<file path="src/pkg/exec_slice_map.svh">
// constant map of the increment, decrement, OR and move execution slice
`ifndef EXEC_SLICE_MAP_SVH
`define EXEC_SLICE_MAP_SVH
`define OPC_INCREMENT_REG        3'h0
`define OPC_DECREMENT_SKIP_ZERO  3'h1
`define OPC_INCREMENT_SKIP_ZERO  3'h2
`define OPC_OR_LITERAL_ACC       3'h3
`define OPC_LOAD_LITERAL_ACC     3'h4
`define OPC_OR_ACC_REG           3'h5
`define OPC_STORE_ACC_REG        3'h6
`define OPC_RESERVED             3'h7
`define ST_EXECUTE               1'b0
`define ST_SKIP_NOP              1'b1
`define TARGET_ACC               1'b0
`define TARGET_FILE              1'b1
`define ACC_RESET_VAL            8'h00
`define ZERO_RESET_VAL           1'b0
`define DATA_RESET_VAL           8'h00
`define STEP_ONE                 8'h01
`define ZERO_BYTE                8'h00
`define FILE_ADDR_MAX            7'h7f
`endif

</file>
<file path="src/pkg/exec_slice_pkg.sv">
// types shared by the execution slice
`include "exec_slice_map.svh"
package exec_slice_pkg;
  typedef enum logic [2:0] {
    INCREMENT_REG       = `OPC_INCREMENT_REG,
    DECREMENT_SKIP_ZERO = `OPC_DECREMENT_SKIP_ZERO,
    INCREMENT_SKIP_ZERO = `OPC_INCREMENT_SKIP_ZERO,
    OR_LITERAL_ACC      = `OPC_OR_LITERAL_ACC,
    LOAD_LITERAL_ACC    = `OPC_LOAD_LITERAL_ACC,
    OR_ACC_REG          = `OPC_OR_ACC_REG,
    STORE_ACC_REG       = `OPC_STORE_ACC_REG,
    OP_RESERVED         = `OPC_RESERVED
  } opcode_t;
  typedef enum logic {
    EXECUTE  = `ST_EXECUTE,
    SKIP_NOP = `ST_SKIP_NOP
  } slice_state_t;
endpackage

</file>
<file path="src/design/file_reg_bank.sv">
// file register space with one write port and two asynchronous read ports
`timescale 1ns/1ns
`include "exec_slice_map.svh"
module file_reg_bank #(
  parameter int ADDR_W = 7,
  parameter int DATA_W = 8
) (
  input  wire logic              clk_in,
  input  wire logic              rst_n_in,
  input  wire logic              wr_en_in,
  input  wire logic [ADDR_W-1:0] wr_addr_in,
  input  wire logic [DATA_W-1:0] wr_data_in,
  input  wire logic [ADDR_W-1:0] rd_addr_in,
  output logic      [DATA_W-1:0] rd_data_out,
  input  wire logic [ADDR_W-1:0] peek_addr_in,
  output logic      [DATA_W-1:0] peek_data_out
);
  localparam int DEPTH = 1 << ADDR_W;
  logic [DATA_W-1:0] mem_r [DEPTH];

  // every location clears on reset so reads are defined
  for (genvar i = 0; i < DEPTH; i++) begin : g_entry
    always_ff @(posedge clk_in) begin
      if (!rst_n_in) begin
        mem_r[i] <= DATA_W'(`DATA_RESET_VAL);
      end else if (wr_en_in && wr_addr_in == ADDR_W'(i)) begin
        mem_r[i] <= wr_data_in;
      end
    end
  end

  assign rd_data_out   = mem_r[rd_addr_in];
  assign peek_data_out = mem_r[peek_addr_in];
endmodule

</file>
<file path="src/design/inc_dec_or_move_exec_slice.sv">
// execution slice for increment, skip, OR and move instructions
// How it works
// - register operands use a 7-bit address; target 0 is acc, 1 is file
// - increment adds one to the file value, writes target, updates zero
// - decrement-skip subtracts one, writes target, leaves flags alone
// - decrement-skip with zero result discards next instruction as a nop
// - increment-skip adds one, leaves flags, skips next on zero result
// - or-literal ORs the literal into acc and updates zero
// - load-literal copies the literal to acc, flags unchanged
// - or-register ORs acc with file, writes target, updates zero
// - store copies acc into the file register, flags unchanged
`timescale 1ns/1ns
`include "exec_slice_map.svh"
module inc_dec_or_move_exec_slice #(
  parameter int ADDR_W = 7,
  parameter int DATA_W = 8
) (
  input  wire logic              SYS_CLK_IN,
  input  wire logic              RST_N_IN,
  input  wire logic              INSTR_VALID_IN,
  input  wire logic [2:0]        OPCODE_IN,
  input  wire logic [ADDR_W-1:0] FILE_ADDR_IN,
  input  wire logic              TARGET_SEL_IN,
  input  wire logic [DATA_W-1:0] LITERAL_IN,
  input  wire logic [ADDR_W-1:0] PEEK_ADDR_IN,
  output logic      [DATA_W-1:0] ACC_OUT,
  output logic                   ZERO_OUT,
  output logic      [DATA_W-1:0] RESULT_OUT,
  output logic                   DONE_OUT,
  output logic                   FILE_WR_OUT,
  output logic                   SKIP_NEXT_OUT,
  output logic      [DATA_W-1:0] PEEK_DATA_OUT
);
  exec_slice_pkg::slice_state_t state_r;
  exec_slice_pkg::slice_state_t state_nxt;
  exec_slice_pkg::opcode_t      op;
  logic [DATA_W-1:0] acc_r;
  logic [DATA_W-1:0] acc_nxt;
  logic              zero_r;
  logic              zero_nxt;
  logic [DATA_W-1:0] result_r;
  logic              done_r;
  logic              file_wr_r;
  logic              skip_r;
  logic [DATA_W-1:0] peek_r;
  logic [DATA_W-1:0] file_rd;
  logic [DATA_W-1:0] peek_rd;
  logic [DATA_W-1:0] result;
  logic              take;
  logic              is_inc;
  logic              is_dec_sz;
  logic              is_inc_sz;
  logic              is_orl;
  logic              is_movl;
  logic              is_orr;
  logic              is_store;
  logic              reg_form;
  logic              wr_file;
  logic              wr_acc;
  logic              upd_zero;
  logic              res_zero;
  logic              skip_hit;

  assign op        = exec_slice_pkg::opcode_t'(OPCODE_IN);
  // an instruction is taken only in the execute state; the one after a
  // taken skip falls into the nop cycle and is dropped
  assign take      = INSTR_VALID_IN
                     && state_r == exec_slice_pkg::EXECUTE;
  assign is_inc    = take && op == exec_slice_pkg::INCREMENT_REG;
  assign is_dec_sz = take && op == exec_slice_pkg::DECREMENT_SKIP_ZERO;
  assign is_inc_sz = take && op == exec_slice_pkg::INCREMENT_SKIP_ZERO;
  assign is_orl    = take && op == exec_slice_pkg::OR_LITERAL_ACC;
  assign is_movl   = take && op == exec_slice_pkg::LOAD_LITERAL_ACC;
  assign is_orr    = take && op == exec_slice_pkg::OR_ACC_REG;
  assign is_store  = take && op == exec_slice_pkg::STORE_ACC_REG;
  assign reg_form  = is_inc || is_dec_sz || is_inc_sz || is_orr;

  // result selection; the reserved code yields the accumulator untouched
  assign result =
      (is_inc || is_inc_sz) ? DATA_W'(file_rd + `STEP_ONE) :
      is_dec_sz             ? DATA_W'(file_rd - `STEP_ONE) :
      is_orl                ? (acc_r | LITERAL_IN)         :
      is_movl               ? LITERAL_IN                   :
      is_orr                ? (acc_r | file_rd)            :
      acc_r;

  assign wr_file  = (reg_form && TARGET_SEL_IN == `TARGET_FILE)
                    || is_store;
  assign wr_acc   = (reg_form && TARGET_SEL_IN == `TARGET_ACC)
                    || is_orl || is_movl;
  assign upd_zero = is_inc || is_orl || is_orr;
  assign res_zero = result == DATA_W'(`ZERO_BYTE);
  assign skip_hit = (is_dec_sz || is_inc_sz) && res_zero;
  assign acc_nxt  = wr_acc ? result : acc_r;
  assign zero_nxt = upd_zero ? res_zero : zero_r;
  assign state_nxt = skip_hit ? exec_slice_pkg::SKIP_NOP
                              : exec_slice_pkg::EXECUTE;

  file_reg_bank #(
    .ADDR_W (ADDR_W),
    .DATA_W (DATA_W)
  ) u_bank (
    .clk_in        (SYS_CLK_IN),
    .rst_n_in      (RST_N_IN),
    .wr_en_in      (wr_file),
    .wr_addr_in    (FILE_ADDR_IN),
    .wr_data_in    (result),
    .rd_addr_in    (FILE_ADDR_IN),
    .rd_data_out   (file_rd),
    .peek_addr_in  (PEEK_ADDR_IN),
    .peek_data_out (peek_rd)
  );

  always_ff @(posedge SYS_CLK_IN) begin
    if (!RST_N_IN) begin
      state_r <= exec_slice_pkg::EXECUTE;
      acc_r   <= DATA_W'(`ACC_RESET_VAL);
      zero_r  <= `ZERO_RESET_VAL;
    end else begin
      state_r <= state_nxt;
      acc_r   <= acc_nxt;
      zero_r  <= zero_nxt;
    end
  end

  always_ff @(posedge SYS_CLK_IN) begin
    if (!RST_N_IN) begin
      result_r  <= DATA_W'(`DATA_RESET_VAL);
      done_r    <= 1'b0;
      file_wr_r <= 1'b0;
      skip_r    <= 1'b0;
      peek_r    <= DATA_W'(`DATA_RESET_VAL);
    end else begin
      result_r  <= take ? result : result_r;
      done_r    <= take;
      file_wr_r <= wr_file;
      skip_r    <= skip_hit;
      peek_r    <= peek_rd;
    end
  end

  // the state register is two-valued, so the nop cycle is a plain case
  logic in_nop;
  always_comb begin
    case (state_r)
      exec_slice_pkg::SKIP_NOP: in_nop = 1'b1;
      exec_slice_pkg::EXECUTE:  in_nop = 1'b0;
      default:                  in_nop = 1'b0;
    endcase
  end

  assign ACC_OUT       = acc_r;
  assign ZERO_OUT      = zero_r;
  assign RESULT_OUT    = result_r;
  assign DONE_OUT      = done_r;
  assign FILE_WR_OUT   = file_wr_r;
  assign SKIP_NEXT_OUT = skip_r;
  assign PEEK_DATA_OUT = peek_r;
endmodule

</file>
<file path="config.mk">
export PLATFORM = sky130hd
export DESIGN_NAME = inc_dec_or_move_exec_slice
export DESIGN_NICKNAME = d
export VERILOG_FILES = /design/src/pkg/exec_slice_pkg.sv /design/src/design/file_reg_bank.sv /design/src/design/inc_dec_or_move_exec_slice.sv
export VERILOG_INCLUDE_DIRS = /design/src /design/src/pkg
export SDC_FILE = /design/constraint.sdc
export NUM_CORES = 2
export LEC_CHECK = 0
export BUFFER_PORTS_ARGS = -buffer_cell sky130_fd_sc_hd__buf_2
export CELL_PAD_IN_SITES_DETAIL_PLACEMENT = 1
export CELL_PAD_IN_SITES_GLOBAL_PLACEMENT = 2
export CORE_MARGIN = 8
export CORE_UTILIZATION = 50
export CTS_BUF_LIST = sky130_fd_sc_hd__clkbuf_4 sky130_fd_sc_hd__clkbuf_8 sky130_fd_sc_hd__clkbuf_16
export DETAILED_ROUTE_END_ITERATION = 7
export PLACE_DENSITY_LB_ADDON = 0.1
export SLEW_MARGIN = 0
export SYNTH_ARGS = -nofsm -noshare
export SYNTH_HDL_FRONTEND = slang
export SYNTH_SLANG_ARGS = --single-unit
</file>
<file path="constraint.sdc">
create_clock -name SYS_CLK_IN -period 13 [get_ports SYS_CLK_IN]
set_input_delay 0.65 -clock SYS_CLK_IN [delete_from_list [all_inputs] [get_ports SYS_CLK_IN]]
set_output_delay 0.65 -clock SYS_CLK_IN [all_outputs]
set_load 0.1 [all_outputs]
</file>
==> reports/metrics.csv <==
stage,metric,value,unit
worst_setup_path,critPathKind,in -> reg,
route,ant_nets,0,
place,hpwlAfterDp,148.3,mm
place,place.gp.congestion,0.9389,
sta,fin_worst_skew,37.61,ps
clocking,insertion_delay,740,ps
clocking,cts_buffer_depth,3,
floorplanning,fp.dieW,347.3,um
clocking,cts_hold_buf,0,
worst_setup_path,crit_required,13420,ps
sta,slew_headroom,3.241,%
yosys,synth-edff-count,1024,
sta,finalCritPeriodShare,54.57,%
route,routed_wl,219.8,mm
sta,report.final.slew_viol_count,0,
cells_and_area,mostFrequentLayoutCell,nor2_1,
floorplanning,core,108900,sq um
worst_hold_path,hold_depth,3,
global_route,grt_first_pass_wirelength,309.2,mm
global_route,antenna_found_initial,17,
worst_setup_path,cp.arrival,7510,ps
worst_setup_path,rrSetupSlack,6770,ps
worst_setup_path,path_max_fanout,70,
yosys,syn_area,54890,sq um
yosys,async_flop_share,0,%
place,dp_cells,5279,
clocking,cts-htree-levels,3,
sta,grt_setup_unrepaired,no,
yosys,synthFlopType,edfxtp_1,
power,finalPower,0.008337,W
worst_setup_path,cp-start-kind,primary input,
global_route,grt_max_degree,142,
yosys,ys.warnings.count,0,
yosys,syn_area_per_cell,13.87,sq um
yosys,synth.distinct_cells,71,
floorplanning,pin_count,57,
yosys,synth-seq-cells,1052,
status,status,"finished, final reports clean",
clocking,cts_root_buffer,clkbuf_16,
yosys,syn_inst,3957,
clocking,cts_tree,done,
sta,whs,417.4,ps
worst_setup_path,end_kind,flop,
route,post_drt_wl_per_cell,40.01,um
clocking,clock_sinks,1052,
cells_and_area,drive_gt1_share,25.10,%
cells_and_area,final_cell_mix,"nor2_1, edfxtp_1, mux4_2",
worst_setup_path,cp_slowest_cell,o32ai_2,
place,pre_cts_ws,5492,ps
floorplanning,dieHeight,347.3,um
yosys,synth_fp_nets,3988,
global_route,grt_overflow_total,0,
sta,fmax,0.1410,GHz
sta,finalCriticalPeriod,7095,ps
route,viasPerCell,7.256,
worst_setup_path,cp_common_cell,buf_4,
floorplanning,dieArea,120600,sq um
clocking,cts.clk_slew.worst_paths,60,ps
clocking,cts_buffers,112,
worst_setup_path,reg2reg_depth,12,
route,post-route-drc-count,0,
cells_and_area,finalNetCount,4010,
clocking,postCtsSetupBuffers,0,
sta,setup_viol,0,
floorplanning,row_count,121,
worst_hold_path,hold_path.class,in -> reg,
sta,hold_viol,0,
route,drtPass1Iterations,6,
global_route,first_global_vias,39570,
power,power.density,137.2,nW/um^2
worst_setup_path,path_cells,buf_8 > buf_4 > inv_2 > buf_4 > mux4_2 > o22ai_1 > nor3_1 > o32ai_2 > nand4_1 > o211a_1 > a21oi_1 > o211a_4 > buf_4 > nor2_1,
power,p_leak,21.02,nW
cells_and_area,synthToLayoutAreaGrowth,10.72,%
flow_run,drv_cap,0,
yosys,ys_seq_area_share,57.04,%
cells_and_area,finalNonFillerCells,5494,
worst_setup_path,cp_num_cells,14,
place,io_buffers,56,
sta,tns,0,ps
route,dr_total_vias,39860,
sta,tightest_slew,1450,ps
clocking,post_cts_resized,0,
global_route,track_usage,35.96,%
worst_setup_path,critPathBufInv,5,
worst_setup_path,slowest_delay,1030,ps
sta,layout_setup_ws,5905,ps
power,ir_drop,0.1205,mV
floorplanning,start_util,50.43,%
route,initialDrtViolationCount,6792,
worst_setup_path,cp_top_family,compound AO/OA/AOI/OAI gates,
[final cells by class]
| cell class | instances | area, sq um |
|---|---|---|
| multi-input combinational | 2547 | 22200 |
| fill | 10390 | 48080 |
| sequential | 1052 | 31310 |
| clock buffer | 135 | 3019 |
| clock inverter | 67 | 536.8 |
| timing repair buffer | 252 | 1856 |
| tap | 1414 | 1769 |
| antenna | 13 | 32.53 |
| inverter | 14 | 52.55 |
[state kept, by name, summed over array words and instances, names as in the netlist]
name and count:
RESULT_OUT 8, ZERO_OUT 1, FILE_WR_OUT 1, ACC_OUT 8
PEEK_DATA_OUT 8, DONE_OUT 1, SKIP_NEXT_OUT 1, u_bank.mem_r 1024
[where the power goes]
group          switching [W]  internal (W)  leakage [nW]
registers          0.0000719       0.00383          10.8
clock network        0.00141       0.00177          1.76
logic               0.000889      0.000372          8.41
[per-layer routing]
| layer | vias up | GRT usage, % | part of all wire (%) | routed length [um] |
|---|---|---|---|---|
| met5 | - | 0 | 0.029 | 64 |
| met4 | 10 | 16.88 | 5.5 | 12060 |
| met3 | 490 | 9.604 | 13 | 29400 |
| met2 | 3171 | 54.52 | 45 | 98830 |
| met1 | 20910 | 48.69 | 36 | 79450 |
| li1 | 15290 | - | - | - |
[cells in the mapped netlist (9+ instances only)]
library cell,number,area (sq um)
a211oi_1,17,127.6
o22ai_1,10,62.56
o21ai_0,151,755.7
a21oi_1,42,210.2
buf_2,114,570.6
o211ai_1,10,75.07
buf_1,50,187.7
mux4_2,537,12090
a22oi_1,64,480.5
nor2_1,1112,4174
edfxtp_1,1024,30750
a22o_1,9,78.83
nand2_1,208,780.8
buf_4,13,97.59
clkbuf_1,164,615.6
a31oi_1,14,87.58
dfxtp_1,28,560.5
nand4_1,13,81.33
nor2b_1,14,87.58
nand3_1,27,135.1
inv_1,10,37.54
nor3_1,30,150.1
mux2_2,14,157.7
nand2b_1,17,106.4
mux2i_1,151,1511
[path summary, 6_finish.rpt]
kind                                                        from                                 to
worst min register to register             ZERO_OUT$_SDFFE_PN0P_              ZERO_OUT$_SDFFE_PN0P_
worst max-delay path                             FILE_ADDR_IN[0]  u_bank.mem_r[61][5]$_SDFFCE_PN0P_
worst min-delay path                                    RST_N_IN            ACC_OUT[7]$_SDFFE_PN0P_
worst max register to register  u_bank.mem_r[7][1]$_SDFFCE_PN0P_  u_bank.mem_r[16][6]$_SDFFCE_PN0P_
[cell families after synthesis]
family | after synthesis | share of synthesized area [%]
multiplexers | 702 | 25.07
XOR/XNOR | 4 | 0.06381
AND/OR/NAND/NOR | 1465 | 10.61
flip-flops | 1052 | 57.04
adder cells (fa/ha/maj) | 2 | 0.04558
buffers and inverters | 358 | 2.838
AO/OA/AOI/OAI | 374 | 4.335
[tightest hold or removal path: stages]
cell     delay [ps]
buf_4           260
o21ai_0         140
a21oi_1          50
[through the flow]
stage	cell area (sq um)	utilization (%)
CTS	60740	55.80
global route	60750	55.81
global placement	57190	52.54
finish	60780	55.83
floorplan	54890	-
detailed placement	57190	52.54
No activity file was read; power rests on OpenSTA's default activity.
